==> src/verilog/aapr_pkg.sv <==
package aapr_pkg;

   ////////////////////////////////////////////////////////////////////////////////
   // Register map, one aligned 32-bit word per register.
   localparam logic [7:0] OFS_ACK_CTRL = 8'h00;
   localparam logic [7:0] OFS_SEED_1 = 8'h04;
   localparam logic [7:0] OFS_RX_STATUS = 8'h08;
   localparam logic [7:0] OFS_IRQ_STATUS = 8'h0c;
   localparam logic [7:0] OFS_IRQ_MASK = 8'h10;

   // Fields of ack_frame_control_1.
   localparam int BIT_PROMISC = 1;
   localparam int BIT_TURN = 2;
   localparam logic [7:0] CTRL_RW_MASK = 8'h36;
   localparam logic [7:0] CTRL_RST = 8'h00;

   // Fields of backoff_seed_reg_1 and rx_signal_status_reg.
   localparam int BIT_ACK_SUPPRESS = 4;
   localparam logic [7:0] SEED_RST = 8'h00;
   localparam int BIT_CRC_VALID = 7;

   // Interrupt events.
   localparam int IRQ_N = 2;
   localparam int IRQ_RX_END = 0;
   localparam int IRQ_ACK_TX = 1;
   localparam logic [IRQ_N-1:0] IRQ_RST = 2'h0;

   ////////////////////////////////////////////////////////////////////////////////
   // Turnaround timing at a 40 MHz pclk.
   localparam int CLK_PERIOD_NS = 25;
   localparam int SYMBOL_NS = 16000;
   localparam int SYMBOL_CYC = (SYMBOL_NS + CLK_PERIOD_NS - 1) / CLK_PERIOD_NS;
   localparam int ACK_LONG_SYM = 12;
   localparam int ACK_SHORT_SYM = 2;
   localparam int ACK_LONG_CYC = ACK_LONG_SYM * SYMBOL_CYC;
   localparam int ACK_SHORT_CYC = ACK_SHORT_SYM * SYMBOL_CYC;
   localparam int ACK_CNT_W = 13;

   // Outcome of one frame, reported by the receiver at its last symbol.
   typedef struct packed {
      logic done;
      logic phr_valid;
      logic filter_pass;
      logic fcs_ok;
      logic ack_request;
   } aapr_rx_frame_t;

endpackage

==> src/verilog/aapr_turnaround_timer.sv <==
`timescale 1ns/100ps
module aapr_turnaround_timer
   import aapr_pkg::*;
#(
   parameter int CNT_W = ACK_CNT_W
) (
   input wire logic pclk,
   input wire logic presetn,
   input wire logic load,
   input wire logic [CNT_W-1:0] load_val,
   output logic busy,
   output logic fire
);

   logic busy_q;
   logic [CNT_W-1:0] cnt_q;

   // A new load restarts the wait, so a fresh frame always wins over a stale one.
   assign fire = busy_q && (cnt_q == CNT_W'(1));
   assign busy = busy_q;

   always_ff @(posedge pclk or negedge presetn) begin
      if (!presetn) begin
         busy_q <= 1'b0;
         cnt_q <= '0;
      end else if (load) begin
         busy_q <= 1'b1;
         cnt_q <= load_val;
      end else if (fire) begin
         busy_q <= 1'b0;
      end else if (busy_q) begin
         cnt_q <= cnt_q - CNT_W'(1);
      end
   end

endmodule

==> src/verilog/aapr_irq_ctrl.sv <==
`timescale 1ns/100ps
module aapr_irq_ctrl
   import aapr_pkg::*;
#(
   parameter int N = IRQ_N
) (
   input wire logic pclk,
   input wire logic presetn,
   input wire logic [N-1:0] event_in,
   input wire logic status_we,
   input wire logic mask_we,
   input wire logic [N-1:0] wdata,
   output logic [N-1:0] status,
   output logic [N-1:0] mask,
   output logic irq
);

   logic [N-1:0] status_q;
   logic [N-1:0] mask_q;

   genvar i;
   generate
      for (i = 0; i < N; i++) begin : g_bit
         // An event in the cycle of its clear keeps the bit set.
         always_ff @(posedge pclk or negedge presetn) begin
            if (!presetn) begin
               status_q[i] <= IRQ_RST[i];
            end else if (event_in[i]) begin
               status_q[i] <= 1'b1;
            end else if (status_we && wdata[i]) begin
               status_q[i] <= 1'b0;
            end
         end
      end
   endgenerate

   always_ff @(posedge pclk or negedge presetn) begin
      if (!presetn) begin
         mask_q <= IRQ_RST;
      end else if (mask_we) begin
         mask_q <= wdata;
      end
   end

   assign status = status_q;
   assign mask = mask_q;
   assign irq = |(status_q & mask_q);

endmodule

==> src/verilog/aapr_rx_ctrl.sv <==
`timescale 1ns/100ps
module aapr_rx_ctrl
   import aapr_pkg::*;
#(
   parameter int ACK_LONG_CYC_P = ACK_LONG_CYC,
   parameter int ACK_SHORT_CYC_P = ACK_SHORT_CYC,
   parameter int CNT_W = ACK_CNT_W
) (
   input wire logic pclk,
   input wire logic presetn,
   input wire logic psel,
   input wire logic penable,
   input wire logic pwrite,
   input wire logic [7:0] paddr,
   input wire logic [31:0] pwdata,
   output logic pready,
   output logic [31:0] prdata,
   output logic pslverr,
   input wire logic auto_ack_receive_mode,
   input wire aapr_rx_frame_t rx_frame,
   output logic rx_end,
   output logic ack_tx_start,
   output logic ack_busy,
   output logic irq
);

   ////////////////////////////////////////////////////////////////////////////////
   // Bus decode.

   logic [7:0] ctrl_q;
   logic [7:0] seed_q;
   logic crc_valid_q;
   logic rx_end_q;
   logic [31:0] prdata_q;
   logic [IRQ_N-1:0] irq_status;
   logic [IRQ_N-1:0] irq_mask;
   logic [IRQ_N-1:0] irq_event;

   wire setup = psel && !penable;
   wire access = psel && penable;
   wire wr = access && pwrite;
   wire hit_ctrl = (paddr == OFS_ACK_CTRL);
   wire hit_seed = (paddr == OFS_SEED_1);
   wire hit_rxst = (paddr == OFS_RX_STATUS);
   wire hit_ists = (paddr == OFS_IRQ_STATUS);
   wire hit_imsk = (paddr == OFS_IRQ_MASK);
   wire mapped = hit_ctrl || hit_seed || hit_rxst || hit_ists || hit_imsk;

   // Every access completes in its first access cycle.
   assign pready = 1'b1;
   assign pslverr = access && !mapped;
   assign prdata = prdata_q;

   // Reserved control bits are masked out, so they read as zero.
   wire [7:0] ctrl_rd = ctrl_q & CTRL_RW_MASK;
   wire [7:0] rxst_rd = {crc_valid_q, 7'h00};
   wire [31:0] read_mux = hit_ctrl ? {24'h000000, ctrl_rd} :
                          hit_seed ? {24'h000000, seed_q} :
                          hit_rxst ? {24'h000000, rxst_rd} :
                          hit_ists ? {{(32-IRQ_N){1'b0}}, irq_status} :
                          hit_imsk ? {{(32-IRQ_N){1'b0}}, irq_mask} : 32'h00000000;

   // Read data is captured in the setup cycle so that prdata comes from a flop.
   always_ff @(posedge pclk or negedge presetn) begin
      if (!presetn) begin
         prdata_q <= 32'h00000000;
      end else if (setup && !pwrite) begin
         prdata_q <= read_mux;
      end
   end

   ////////////////////////////////////////////////////////////////////////////////
   // Control registers.

   always_ff @(posedge pclk or negedge presetn) begin
      if (!presetn) begin
         ctrl_q <= CTRL_RST;
      end else if (wr && hit_ctrl) begin
         // Reserved positions are never stored, whatever software writes.
         ctrl_q <= pwdata[7:0] & CTRL_RW_MASK;
      end
   end

   always_ff @(posedge pclk or negedge presetn) begin
      if (!presetn) begin
         seed_q <= SEED_RST;
      end else if (wr && hit_seed) begin
         seed_q <= pwdata[7:0];
      end
   end

   wire promisc_enable = ctrl_q[BIT_PROMISC];
   wire ack_turnaround_select = ctrl_q[BIT_TURN];
   wire ack_suppress = seed_q[BIT_ACK_SUPPRESS];

   ////////////////////////////////////////////////////////////////////////////////
   // Frame outcome.

   wire frame_end = rx_frame.done && rx_frame.phr_valid;
   wire frame_good = rx_frame.filter_pass && rx_frame.fcs_ok;
   // Outside auto-ack mode every frame with a valid header is delivered.
   wire deliver = frame_end && (!auto_ack_receive_mode || promisc_enable || frame_good);
   // A frame with a bad checksum is never acknowledged, even in promiscuous mode.
   wire ack_arm = frame_end && auto_ack_receive_mode && frame_good &&
                  rx_frame.ack_request && !ack_suppress;
   wire [CNT_W-1:0] ack_delay = ack_turnaround_select ? CNT_W'(ACK_SHORT_CYC_P) :
                                CNT_W'(ACK_LONG_CYC_P);

   always_ff @(posedge pclk or negedge presetn) begin
      if (!presetn) begin
         rx_end_q <= 1'b0;
      end else begin
         rx_end_q <= deliver;
      end
   end

   always_ff @(posedge pclk or negedge presetn) begin
      if (!presetn) begin
         crc_valid_q <= 1'b0;
      end else if (frame_end) begin
         crc_valid_q <= rx_frame.fcs_ok;
      end
   end

   assign rx_end = rx_end_q;

   ////////////////////////////////////////////////////////////////////////////////
   // Acknowledgment turnaround and interrupts.

   aapr_turnaround_timer #(
      .CNT_W(CNT_W)
   ) u_timer (
      .pclk(pclk),
      .presetn(presetn),
      .load(ack_arm),
      .load_val(ack_delay),
      .busy(ack_busy),
      .fire(ack_tx_start)
   );

   assign irq_event = {ack_tx_start, rx_end_q};

   aapr_irq_ctrl #(
      .N(IRQ_N)
   ) u_irq (
      .pclk(pclk),
      .presetn(presetn),
      .event_in(irq_event),
      .status_we(wr && hit_ists),
      .mask_we(wr && hit_imsk),
      .wdata(pwdata[IRQ_N-1:0]),
      .status(irq_status),
      .mask(irq_mask),
      .irq(irq)
   );

   ////////////////////////////////////////////////////////////////////////////////
   // Checks.

   logic [CNT_W-1:0] ack_wait_q;
   logic [CNT_W-1:0] ack_exp_q;

   always_ff @(posedge pclk or negedge presetn) begin
      if (!presetn) begin
         ack_wait_q <= '0;
         ack_exp_q <= '0;
      end else if (ack_arm) begin
         ack_wait_q <= CNT_W'(1);
         ack_exp_q <= ack_delay;
      end else if (ack_busy) begin
         ack_wait_q <= ack_wait_q + CNT_W'(1);
      end
   end

   // Helper terms for the checks below; a clear of status bit 0 and a write that decodes nowhere.
   wire ists_clear0 = wr && hit_ists && pwdata[IRQ_RX_END];
   wire unmapped_wr = wr && !mapped;
endmodule

==> config.mk <==
export PLATFORM = sky130hd
export DESIGN_NAME = aapr_rx_ctrl
export DESIGN_NICKNAME = d
export VERILOG_FILES = /design/src/verilog/aapr_pkg.sv /design/src/verilog/aapr_turnaround_timer.sv /design/src/verilog/aapr_irq_ctrl.sv /design/src/verilog/aapr_rx_ctrl.sv
export SDC_FILE = /design/constraint.sdc
export NUM_CORES = 1
export LEC_CHECK = 0
export ABC_AREA = 1
export BUFFER_PORTS_ARGS = -buffer_cell sky130_fd_sc_hd__buf_2
export CAP_MARGIN = 0
export CELL_PAD_IN_SITES_DETAIL_PLACEMENT = 1
export CELL_PAD_IN_SITES_GLOBAL_PLACEMENT = 2
export CORE_MARGIN = 2
export CORE_UTILIZATION = 29
export DETAILED_ROUTE_END_ITERATION = 10
export PLACE_DENSITY_LB_ADDON = 0.1
export SLEW_MARGIN = 20
export SYNTH_ARGS = -nofsm -noshare
export SYNTH_HDL_FRONTEND = slang
export SYNTH_SLANG_ARGS = --single-unit
export TNS_END_PERCENT = 20
==> constraint.sdc <==
create_clock -name pclk -period 3.2 [get_ports pclk]
set_input_delay 0.32 -clock pclk [delete_from_list [all_inputs] [get_ports pclk]]
set_output_delay 0.32 -clock pclk [all_outputs]
set_load 0.01 [all_outputs]
Yosys cells after proc, flatten, opt, wreduce, memory -nomap -nowiden
Index checks and enable logic that the tools add are counted.
- register bits: 64
- bits in latches: 0
- bits in writable memories: 0
- ROM bits: 0
- input bits: 51
- output and inout bits: 38
- word-level logic and storage cells: 70
- memories: 0
- add/subtract/negate cells: 1
- multipliers: 0
- div/mod/pow operators: 0
- $lt $le $gt $ge: 0
- equal/unequal tests: 6
- shift operators: 0
- multiplexer cells: 15
- bitwise logic cells: 1
- reductions and logical operators: 37
- operators with widths (kind ; number):
    $mux 13 ; 4
    $mux 8 ; 3
    $logic_and 1x1->1 ; 19
    $eq 8x4->1 const B ; 2
    $eq 13x1->1 const B ; 1
    $sub 13x1->13 const B ; 1
    $eq 8x3->1 const B ; 1
    $eq 8x5->1 const B ; 1
    $logic_not 8->1 ; 1
    $reduce_bool 2->1 ; 4
    $logic_or 1x1->1 ; 6
    $mux 1 ; 6
    $logic_not 1->1 ; 5
    $mux 2 ; 2
    $and 2x2->2 ; 1
    $ne 2x1->1 const B ; 1
    $reduce_and 2->1 ; 1
    $reduce_or 2->1 ; 1

Logic depth before layout (Yosys ltp)
Gate-level depths: netlist of run 1.
- word-level depth: 7
- depth in mapped cells: 10
- mapped depth without buffers: 10

Cells and area by module
Synthesis of run 1 repeated with hierarchy kept, for this count alone.
- cells, all modules: 341
- area, all modules: 2556.2 µm²
- modules (own cells, without submodules) (module ; instances ; cells each ; area an instance (µm²) ; sequential area each (µm²)):
    aapr_rx_ctrl ; 1 ; 172 ; 1390.1 ; 550.5
    aapr_turnaround_timer ; 1 ; 148 ; 999.7 ; 350.3
    aapr_irq_ctrl ; 1 ; 21 ; 166.4 ; 100.1

Worst setup path after synthesis of run 1
OpenSTA, ideal clock, no wires.
- path kind: flip-flop to flip-flop
- start: register u_timer.cnt_q[0]
- end: register u_timer.cnt_q[6]
- library setup time: 65 ps
- arrival time: 1325 ps
- required time: 3135 ps
- path slack: 1810 ps
- cell stages (with the launch flop): 9
- cells stage by stage: dfrtp_1 > inv_1 > ha_1 > inv_1 > nor2_1 > nand2_1 > xor2_1 > nand3b_1 > nand2_1
- cells in the longest elaborated chain, start to end: 4
- elaborated cells on any way between the ends: 8
- classes of those cells: add/sub (1); eq/ne (2); mux (3); reduce/logical (2)
- RTL lines (item ; line ; source):
    start: declaration ; aapr_turnaround_timer.sv:16 ; logic [CNT_W-1:0] cnt_q;
    start signal: assignment ; aapr_turnaround_timer.sv:28 ; cnt_q <= load_val;
    start signal: assignment ; aapr_turnaround_timer.sv:32 ; cnt_q <= cnt_q - CNT_W'(1);
    $sub 13x1->13 / $eq 13x1->1 (equally long branches) ; aapr_turnaround_timer.sv:32, aapr_turnaround_timer.sv:19 ;
    $mux 13 / $logic_and 1x1->1 (equally long branches) ; aapr_turnaround_timer.sv:31, aapr_turnaround_timer.sv:19 ;
    $mux 13 / $ne 2x1->1 (equally long branches) ; n/a ;
    $mux 13 / $reduce_and 2->1 (equally long branches) ; n/a ;
Parallel ways exist; a longest one is shown, timed or not. The select of a mux whose other input is x is not followed.
A chain may end at the register's enable or synchronous reset.

Worst setup path after layout of run 1
- start: register u_timer.cnt_q[1]
- end: output port ack_tx_start
- cells in the longest elaborated chain, start to end: 2
- RTL lines (item ; line ; source):
    $eq 13x1->1 ; aapr_turnaround_timer.sv:19 ; assign fire = busy_q && (cnt_q == CNT_W'(1));
    $logic_and 1x1->1 ; aapr_turnaround_timer.sv:19 ;
    end: declaration ; aapr_rx_ctrl.sv:22 ; output logic ack_tx_start,
No other way between the ends.

==> tab_implementation.tex, run 1 <==
\begin{tabular}{lr}
\hline
Metric & Value \\
\hline
\multicolumn{2}{l}{\textbf{Timing}} \\
Hold violation total from the final report & 0 \\
Setup Total Neg Slack & 0 ns \\
Worst Skew & 0.00844 ns \\
Minimum clock period & 1.88 ns \\
Setup violations, final & 0 \\
Crit share post-route & 58.8\% \\
Maximum clock rate & 531 MHz \\
Slew at the pin closest to its max-slew limit & 0.953 ns \\
Max-slew violations & 0 \\
Max\_slew headroom & 36.5\% \\
Unrepaired setup endpoints after global routing & false \\
\multicolumn{2}{l}{\textbf{Yosys}} \\
Mux contribution to synthesized area & 0\% \\
Fraction of the mapped netlist area in simple logic gates & 33.1\% \\
Cell count after synthesis & 307 \\
Register area share after synthesis & 41.3\% \\
XOR/XNOR share of the synthesized area & 1.81\% \\
Fraction of synthesis flops using an asynchronous set or reset pin & 100\% \\
Largest family of logic cells by synthesized area & simple AND/OR/NAND/NOR gates \\
Post-synthesis instance area & 2430 um\^{}2 \\
Number of warnings reported in the yosys synthesis log & 0 \\
Number of synthesized register bits & 40 \\
Count of flip-flops with a built-in enable after synthesis & 0 \\
Main synth FF type & dfrtp\_1 \\
Post-synthesis share of cell area spent on full adders, half adders and majority gates & 1.03\% \\
Distinct cells, synth & 38 \\
Average cell area after synthesis & 7.90 um\^{}2 \\
Synthesized-area fraction occupied by ao, oa, aoi and oai cells & 8.05\% \\
\multicolumn{2}{l}{\textbf{Status}} \\
Outcome & complete, no violations \\
\multicolumn{2}{l}{\textbf{Layout}} \\
Most frequent cells in the layout & 88 x nand2\_1, 40 x dfrtp\_1, 39 x buf\_2, 28 x inv\_1, 25 x conb\_1 \\
Most common library cell in the layout ignoring fill and taps & nand2\_1 \\
Post-layout instance area & 2720 um\^{}2 \\
Nets & 401 \\
Layout-stage area growth over the synthesis result & 11.9\% \\
Number of cells in the finished layout apart from fillers & 454 \\
Number of filler cells placed in the layout & 1042 \\
Share of the core filled with cells & 33.2\% \\
Share of post-route cells with drive strength above 1 & 24.1\% \\
Number of antenna repair diodes & 0 \\
\multicolumn{2}{l}{\textbf{Drt}} \\
Pre-Repair DR Iteration Count & 4 \\
First-iteration detailed-routing DRC count & 56 \\
Number of remaining DRC errors & 0 \\
Vias after detailed routing & 1957 \\
Final routed wire length divided by cell count & 12.9 um \\
Total wire length after detailed routing & 5860 um \\
Number of nets with antenna violations after routing & 0 \\
Post-DR vias/cell & 4.31 \\
\multicolumn{2}{l}{\textbf{Place}} \\
Routability cong. & 0.747 \\
HPWL after detailed placement & 4400 um \\
Post-Place Cell Area & 2630 um\^{}2 \\
Number of cells after detailed placement & 446 \\
I/O Buffers & 39 \\
\multicolumn{2}{l}{\textbf{Critical path}} \\
Kind of cell adding the most delay to the critical path & simple AND/OR/NAND/NOR gates \\
Startpoint Class & flip-flop \\
Cell with the biggest individual delay on the critical path & dfrtp\_1 \\
Worst setup path class & flip-flop to output pin \\
Worst endpoint data arrival time & 1.56 ns \\
Worst setup path startpoint & u\_timer.cnt\_q[1] \\
Worst reg2reg path startpoint & u\_timer.cnt\_q[0] \\
List of cells traversed by the critical path & inv\_1 > ha\_1 > nand2\_1 > nor2\_2 > nand2\_4 > nor2\_1 > buf\_2 \\
Largest stage delay on the critical path & 0.38 ns \\
Count of buffer and inverter cells on the critical path & 2 \\
Top fanout value on the critical path & 3 \\
Critical Path End Type & output pin \\
WP data required & 2.88 ns \\
\multicolumn{2}{l}{\textbf{Power}} \\
Total power & 1.16 mW \\
Peak supply drop & 0.176 mV \\
Areal power density over the cells & 427 nW/um\^{}2 \\
Total leakage power & 1.51 nW \\
\multicolumn{2}{l}{\textbf{Floorplan}} \\
Horiz. Die Dim & 95.5 um \\
DIE AREA & 9110 um\^{}2 \\
Site row count & 33 \\
Die Y & 95.5 um \\
Initial standard-cell utilization of the core & 29.7\% \\
Core area & 8180 um\^{}2 \\
I/O pin cnt & 89 \\
\multicolumn{2}{l}{\textbf{Global routing}} \\
Largest net degree at the start of global routing & 41 \\
Vias in the first global route & 1995 \\
Number of antenna violations at the first check in global routing & 0 \\
Total track usage & 14.3\% \\
GR Overflow Total & 0 \\
Wire length of the first global-routing pass & 9880 um \\
\multicolumn{2}{l}{\textbf{Clock network}} \\
Clk pin slew, worst setup/hold paths & 0.08 ns \\
Insertion delay to the later sink of the worst-skew pair & 0.30 ns \\
Clock Path Buffers & 2 \\
Clock root cell & clkbuf\_8 \\
CTS H-tree depth & 2 \\
Clock buffer count from CTS & 5 \\
\# hold bufs at CTS & 0 \\
Clk sink count & 40 \\
Number of buffers inserted by post-CTS setup repair & 0 \\
Post-cts sizing count & 0 \\
Clock tree from TritonCTS & built \\
\multicolumn{2}{l}{\textbf{Min path}} \\
Worst Hold Class & input pin to asynchronous set/reset pin \\
\multicolumn{2}{l}{\textbf{Run}} \\
Max Cap Violations & 0 \\
\hline
\end{tabular}
[final timing paths]
| kind | to | slack, ns | cells after the start |
|---|---|---|---|
| worst max-delay path | ack_tx_start | 1.32 | 7 |
| worst min-delay path | prdata[1] | 0.14 | 1 |
| worst max register to register | u_timer.cnt_q[6] | 1.58 | 8 |
| worst min register to register | u_irq.status[0] | 0.47 | 1 |
| max in group asynchronous | u_timer.cnt_q[12] | 2.44 | 1 |
| min in group pclk | rx_end | 0.22 | 2 |
[cell usage after synthesis (2+ instances only)]
library cell  instances  area, um^2
nand2_1              88         330
dfrtp_1              40        1000
inv_1                28         105
buf_4                25         188
nand3_1              21         105
nor2_1               18        67.6
o21ai_1              12        60.1
nand2_2               8        50.1
inv_2                 7        26.3
nand4_1               6        37.5
nor2_2                5        31.3
o21ai_0               5        25.0
xor2_1                4        35.0
nand2_4               3        33.8
nand3b_1              3        22.5
nor3_1                3        15.0
o21ai_2               3        26.3
a21oi_1               2        10.0
a31oi_1               2        12.5
conb_1                2        7.51
ha_1                  2        25.0
nand3_2               2        20.0
nor2_4                2        22.5
o31ai_1               2        15.0
[stage by stage]
step           hold slack [ns]  worst slack [ns]
2_1_floorplan           0.0244              1.81
3_3_place_gp             0.444              1.55
3_5_place_dp             0.459              1.56
4_1_cts                  0.200              1.28
5_1_grt                  0.218              1.17
6_report                 0.143              1.32
[layer usage]
metal	global-route usage, %	vias up	part of all wire (%)	wire length (um)
met5	0	-	0	0
met1	18.0	912	47	2740
met3	2.69	6	3.6	212
met4	4.29	0	0.92	54
li1	-	1001	-	-
met2	24.8	38	49	2850
[report_power, final]
part           leakage, nW  total [mW]  switching [mW]  internal (mW)
logic                0.982       0.208           0.130         0.0783
registers            0.477       0.604          0.0520          0.552
clock network       0.0479       0.346           0.194          0.152
[sequential cells by signal, summed over array words and instances, names as in the netlist]
register       flops
u_irq.status       2
u_timer.busy       1
seed_q             8
prdata             8
u_timer.cnt_q     13
u_irq.mask         2
rx_end             1
ctrl_q             4
crc_valid_q        1
[kinds of logic after synthesis]
| logic type | Yosys count |
|---|---|
| simple gates | 163 |
| xor+xnor | 5 |
| compound gates | 31 |
| buf+inv | 64 |
| flops | 40 |
| other cells | 2 |
| fa+ha+maj | 2 |
[final cells by class]
| type | count | area (um^2) | area share [%] |
|---|---|---|---|
| flip-flops and latches | 40 | 1000 | 36.9 |
| clock buffers | 5 | 68.8 | 2.53 |
| well taps | 105 | 131 | 4.84 |
| clock inverters | 3 | 18.8 | 0.691 |
| multi-input cells | 226 | 1160 | 42.7 |
| inverters | 36 | 140 | 5.16 |
| repair buffers | 39 | 195 | 7.19 |
Note: power is estimated with default switching activity, not from simulation.
==> run 2, diff against run 1 <==
Settings changed: CORE_UTILIZATION 29 to 27.
Clock period 3.2 ns to 1.9 ns, I/O delays scaled along.
==> run 2 against run 1 <==
  * Clock power is 110% higher
  * Core utilization is 1.3 points lower
  * Global-route usage is 1.3 points lower
  * Wire length is 3.4% higher
  * Via count is 0.36% lower
  * Cell count is 1.3% higher
  * Critical path depth stayed put
  * Power is 82% higher
  * Die area is 7.1% higher
  * Sequential cell count stayed put
  * Sequential power is 69% higher
  * Clock-buffer cell count stayed put
==> tab_implementation.tex, run 2 (synthesis results as in run 1) <==
\begin{tabular}{lr}
\hline
Metric & Value \\
\hline
\multicolumn{2}{l}{\textbf{Drt}} \\
First-iteration detailed-routing DRC count & 31 \\
Routed length on met1 & 2870 um \\
Pre-Repair DR Iteration Count & 4 \\
Met3 Routed Length & 153 um \\
Final routed wire length divided by cell count & 13.2 um \\
Met2 wire length & 3000 um \\
Vias after detailed routing & 1950 \\
Total wire length after detailed routing & 6060 um \\
Number of nets with antenna violations after routing & 0 \\
Highest routed metal layer & met4 \\
Post-DR vias/cell & 4.24 \\
Number of remaining DRC errors & 0 \\
\multicolumn{2}{l}{\textbf{Timing}} \\
Worst Skew & 0.0129 ns \\
Max-slew violations & 0 \\
Minimum clock period & 1.72 ns \\
Setup Total Neg Slack & 0 ns \\
Maximum clock rate & 580 MHz \\
Slew at the pin closest to its max-slew limit & 0.570 ns \\
Max\_slew headroom & 62.0\% \\
Crit share post-route & 90.7\% \\
Unrepaired setup endpoints after global routing & false \\
Hold violation total from the final report & 0 \\
Setup violations, final & 0 \\
\multicolumn{2}{l}{\textbf{Critical path}} \\
Top fanout value on the critical path & 3 \\
List of cells traversed by the critical path & inv\_2 > ha\_2 > nand2\_1 > nor2\_4 > nand2\_4 > nor2\_1 > buf\_2 \\
Startpoint Class & flip-flop \\
Worst endpoint data arrival time & 1.53 ns \\
Cell with the biggest individual delay on the critical path & dfrtp\_1 \\
Critical Path End Type & output pin \\
Reg2reg setup slack & 0.26 ns \\
Worst reg2reg path startpoint & u\_timer.cnt\_q[0] \\
Largest stage delay on the critical path & 0.40 ns \\
Worst setup path class & flip-flop to output pin \\
Count of buffer and inverter cells on the critical path & 2 \\
WP data required & 1.71 ns \\
Kind of cell adding the most delay to the critical path & simple AND/OR/NAND/NOR gates \\
Worst Reg2Reg Path Length in Cells & 8 \\
Worst R2R End & u\_timer.cnt\_q[6] \\
\multicolumn{2}{l}{\textbf{Layout}} \\
Number of flip-flops in the largest register & 13 \\
Share of post-route cells with drive strength above 1 & 25.0\% \\
Share of the core filled with cells & 31.9\% \\
Layout-stage area growth over the synthesis result & 14.5\% \\
Nets & 404 \\
Most frequent cells in the layout & 88 x nand2\_1, 40 x dfrtp\_1, 39 x buf\_2, 27 x inv\_1, 25 x conb\_1 \\
Most common library cell in the layout ignoring fill and taps & nand2\_1 \\
Largest reg by FF count & u\_timer.cnt\_q \\
Number of antenna repair diodes & 0 \\
\multicolumn{2}{l}{\textbf{Floorplan}} \\
Horiz. Die Dim & 98.8 um \\
Core area & 8720 um\^{}2 \\
I/O pin cnt & 89 \\
Site row count & 34 \\
Die Y & 98.8 um \\
Initial standard-cell utilization of the core & 27.8\% \\
DIE AREA & 9760 um\^{}2 \\
\multicolumn{2}{l}{\textbf{Power}} \\
Peak supply drop & 0.290 mV \\
Areal power density over the cells & 759 nW/um\^{}2 \\
Total leakage power & 1.52 nW \\
Total power & 2.11 mW \\
\multicolumn{2}{l}{\textbf{Global routing}} \\
Wire length of the first global-routing pass & 10100 um \\
Vias in the first global route & 2000 \\
Number of antenna violations at the first check in global routing & 0 \\
Largest net degree at the start of global routing & 41 \\
GR Overflow Total & 0 \\
Total track usage & 12.9\% \\
\multicolumn{2}{l}{\textbf{Clock network}} \\
CTS H-tree depth & 2 \\
Clock root cell & clkbuf\_8 \\
Insertion delay to the later sink of the worst-skew pair & 0.30 ns \\
Clock tree from TritonCTS & built \\
Clock Path Buffers & 2 \\
Clk pin slew, worst setup/hold paths & 0.08 ns \\
Clk sink count & 40 \\
Clock buffer count from CTS & 5 \\
Number of buffers inserted by post-CTS setup repair & 0 \\
\multicolumn{2}{l}{\textbf{Min path}} \\
Hold worst-path end & rx\_end \\
Worst Hold Class & input pin to flip-flop \\
Number of instances on the worst hold path & 2 \\
Worst hold path startpoint & auto\_ack\_receive\_mode \\
\multicolumn{2}{l}{\textbf{Place}} \\
HPWL after detailed placement & 4610 um \\
I/O Buffers & 39 \\
Routability cong. & 0.750 \\
\multicolumn{2}{l}{\textbf{Run}} \\
Max Cap Violations & 0 \\
\multicolumn{2}{l}{\textbf{Status}} \\
Outcome & complete, no violations \\
\hline
\end{tabular}
run 2: cell count changes in the layout (fill, tap and decap cells not counted), sizes merged:
| cell | previous run | this run |
|---|---|---|
| clkinv | 4 | 1 |
| buf | 39 | 41 |
| bufinv | 0 | 1 |
| clkinvlp | 0 | 1 |
| dlygate4sd3 | 0 | 1 |
| inv | 35 | 36 |
run 2: worst reg2reg max path: stages (launching register included):
cell      delay [ns]
dfrtp_1         0.43
inv_1           0.14
ha_1            0.23
inv_1           0.05
nor2_1          0.27
nand2_1         0.11
xor2_1          0.15
nand3b_1        0.15
nand2_1         0.05
run 2: final cells by class:
| class | count | area, um^2 |
|---|---|---|
| Fill cell | 1091 | 5940 |
| Multi-Input combinational cell | 226 | 1170 |
| Sequential cell | 40 | 1000 |
| Timing Repair Buffer | 42 | 220 |
| Inverter | 36 | 140 |
| Tap cell | 108 | 135 |
| Clock buffer | 5 | 68.8 |
| Clock inverter | 3 | 46.3 |
run 2: routing by layer:
layer	track usage, %	vias up
met5	0	-
met1	16.7	909
met2	22.4	25
met3	2.41	4
met4	3.16	0
li1	-	1012
run 2: repair_timing:
action | 4_1_cts | 5_1_grt
endpoints found under the setup margin | 0 | 1
hold buffers | 1 | 0
resized for setup | 0 | 3
hold endpoints to repair | 35 | 0
run 2: worst max-delay path by stage:
stage                            end             start  depth (start not counted)  slack, ns
global placement    u_timer.cnt_q[6]  u_timer.cnt_q[0]                          8       0.27
detailed placement  u_timer.cnt_q[6]  u_timer.cnt_q[0]                          8       0.26
global route            ack_tx_start  u_timer.cnt_q[1]                          7       0.03
CTS                     ack_tx_start  u_timer.cnt_q[1]                          7       0.08
floorplan           u_timer.cnt_q[6]  u_timer.cnt_q[0]                          8       0.51
finish                  ack_tx_start  u_timer.cnt_q[1]                          7       0.18
run 2: power breakdown:
part	leakage, nW	total, mW	internal (mW)	switching (mW)
clock	0.0548	0.727	0.396	0.331
sequential	0.477	1.02	0.930	0.0926
combinational	0.992	0.359	0.136	0.223
run 2: through the flow:
step	hold slack [ns]	instance area [um^2]	worst slack, ns	std cells
global placement	0.306	2650	0.273	451
floorplan	-0.106	2510	0.510	330
CTS	0.0742	2770	0.0781	460
finish	0.0932	2780	0.176	460
global route	0.0864	2780	0.0324	460
detailed placement	0.312	2650	0.263	451
==> run 3, diff against run 2 <==
Settings changed: BUFFER_PORTS_ARGS -buffer_cell sky130_fd_sc_hd__buf_2 to default, CORE_UTILIZATION 27 to 35, DONT_BUFFER_PORTS from default to 1.
==> run 3 against run 2 <==
  * Critical path depth decreased by 1
  * First-iteration DRC count increased by 110%
  * Register-to-register slack improved by 0.05 ns
  * Sequential cell count unchanged
  * Clock power increased by 7.2%
  * Largest power group unchanged
  * Non-clock buffer count decreased by 36
==> tab_implementation.tex, run 3 (synthesis results as in run 1) <==
\begin{tabular}{lr}
\hline
Metric & Value \\
\hline
\multicolumn{2}{l}{\textbf{Drt}} \\
First-iteration detailed-routing DRC count & 65 \\
Total wire length after detailed routing & 5560 um \\
Vias after detailed routing & 1826 \\
Number of nets with antenna violations after routing & 0 \\
Post-DR vias/cell & 4.61 \\
Met3 Routed Length & 169 um \\
Pre-Repair DR Iteration Count & 2 \\
Number of remaining DRC errors & 0 \\
Met2 wire length & 2840 um \\
Routed length on met1 & 2500 um \\
Final routed wire length divided by cell count & 14.0 um \\
Highest routed metal layer & met4 \\
\multicolumn{2}{l}{\textbf{Layout}} \\
Share of post-route cells with drive strength above 1 & 14.9\% \\
Most frequent cells in the layout & 88 x nand2\_1, 40 x dfrtp\_1, 28 x inv\_1, 25 x conb\_1, 21 x nand3\_1 \\
Number of filler cells placed in the layout & 823 \\
Post-layout instance area & 2590 um\^{}2 \\
Most common library cell in the layout ignoring fill and taps & nand2\_1 \\
Layout-stage area growth over the synthesis result & 6.96\% \\
Number of flip-flops in the largest register & 13 \\
Largest reg by FF count & u\_timer.cnt\_q \\
Nets & 368 \\
Number of antenna repair diodes & 0 \\
Share of the core filled with cells & 38.4\% \\
\multicolumn{2}{l}{\textbf{Power}} \\
Total leakage power & 1.38 nW \\
Peak supply drop & 0.414 mV \\
Areal power density over the cells & 819 nW/um\^{}2 \\
\multicolumn{2}{l}{\textbf{Timing}} \\
Worst Skew & 0.00863 ns \\
Crit share post-route & 90.1\% \\
Unrepaired setup endpoints after global routing & false \\
Minimum clock period & 1.71 ns \\
Hold violation total from the final report & 0 \\
Setup Total Neg Slack & 0 ns \\
Setup violations, final & 0 \\
Maximum clock rate & 584 MHz \\
Max-slew violations & 0 \\
\multicolumn{2}{l}{\textbf{Critical path}} \\
Worst reg2reg path startpoint & u\_timer.cnt\_q[0] \\
End point of the critical path & ack\_tx\_start \\
Startpoint Class & flip-flop \\
Worst setup path startpoint & u\_timer.cnt\_q[1] \\
Worst R2R End & u\_timer.cnt\_q[6] \\
Worst endpoint data arrival time & 1.52 ns \\
Reg2reg setup slack & 0.31 ns \\
Worst Reg2Reg Path Length in Cells & 8 \\
WP data required & 1.71 ns \\
Top fanout value on the critical path & 3 \\
Critical Path End Type & output pin \\
Worst setup path class & flip-flop to output pin \\
\multicolumn{2}{l}{\textbf{Clock network}} \\
Clock root cell & clkbuf\_8 \\
Clk pin slew, worst setup/hold paths & 0.08 ns \\
Clock Path Buffers & 2 \\
Clk sink count & 40 \\
Post-cts sizing count & 0 \\
Clock tree from TritonCTS & built \\
Insertion delay to the later sink of the worst-skew pair & 0.29 ns \\
Clock buffer count from CTS & 5 \\
CTS H-tree depth & 2 \\
\multicolumn{2}{l}{\textbf{Floorplan}} \\
Die Y & 87.3 um \\
Initial standard-cell utilization of the core & 35.9\% \\
Site row count & 30 \\
Core area & 6760 um\^{}2 \\
Horiz. Die Dim & 87.3 um \\
DIE AREA & 7610 um\^{}2 \\
I/O pin cnt & 89 \\
\multicolumn{2}{l}{\textbf{Global routing}} \\
Largest net degree at the start of global routing & 41 \\
Total track usage & 15.6\% \\
Number of antenna violations at the first check in global routing & 0 \\
GR Overflow Total & 0 \\
Wire length of the first global-routing pass & 9190 um \\
Vias in the first global route & 1863 \\
\multicolumn{2}{l}{\textbf{Place}} \\
Routability cong. & 0.746 \\
HPWL after detailed placement & 4160 um \\
Post-Place Cell Area & 2410 um\^{}2 \\
I/O Buffers & 0 \\
\multicolumn{2}{l}{\textbf{Run}} \\
Max Cap Violations & 0 \\
\multicolumn{2}{l}{\textbf{Status}} \\
Outcome & complete, no violations \\
\multicolumn{2}{l}{\textbf{Min path}} \\
Worst Hold Class & input pin to flip-flop \\
\hline
\end{tabular}
run 3: worst min path at each step:
stage,startpoint,to,cells after the start
CTS,pwdata[1],seed_q[1],2
finish,pwdata[1],seed_q[1],2
detailed placement,presetn,prdata[1],0
global placement,presetn,prdata[1],0
floorplan,presetn,crc_valid_q,0
global route,pwdata[0],seed_q[0],2
run 3: final cells by class:
| class | count | area, um^2 | share of cell area, % |
|---|---|---|---|
| well taps | 80 | 100 | 3.86 |
| clock inverters | 1 | 30.0 | 1.16 |
| flip-flops and latches | 40 | 1000 | 38.6 |
| clock buffers | 7 | 96.3 | 3.71 |
| multi-input cells | 226 | 1160 | 44.7 |
| repair buffers | 6 | 67.6 | 2.60 |
| inverters | 36 | 140 | 5.40 |
run 3: critical path, stage by stage, from the launching register on:
cell	delay [ns]
dfrtp_1	0.38
inv_1	0.11
ha_1	0.17
nand2_1	0.06
nor2_2	0.19
nand2_4	0.08
nor2_1	0.23
run 3: what timing repair did:
action,4_1_cts,5_1_grt
buffers inserted,0,0
hold endpoints to repair,43,0
hold buffers,5,0
run 3: where the power goes:
group	total (mW)	internal, mW	leakage, nW	switching [mW]
combinational	0.324	0.121	0.842	0.203
sequential	1.02	0.930	0.477	0.0924
clock	0.779	0.464	0.0645	0.315
run 3: per-layer routing:
metal | global-route usage [%] | vias to the layer above
met3 | 3.22 | 4
met5 | 0 | -
li1 | - | 939
met2 | 27.9 | 22
met1 | 18.9 | 861
met4 | 4.20 | 0
run 3: metrics by stage:
| stage | hold slack (ns) | cells | total power [mW] | setup slack (ns) |
|---|---|---|---|---|
| 4_1_cts | 0.00131 | 396 | 2.16 | 0.137 |
| 3_3_place_gp | -0.105 | 383 | 1.33 | 0.280 |
| 5_1_grt | 0.00747 | 396 | 2.26 | 0.0804 |
| 6_report | 0.00879 | 396 | 2.13 | 0.189 |
| 2_1_floorplan | -0.106 | 330 | 1.31 | 0.510 |
| 3_5_place_dp | -0.105 | 383 | 1.34 | 0.299 |
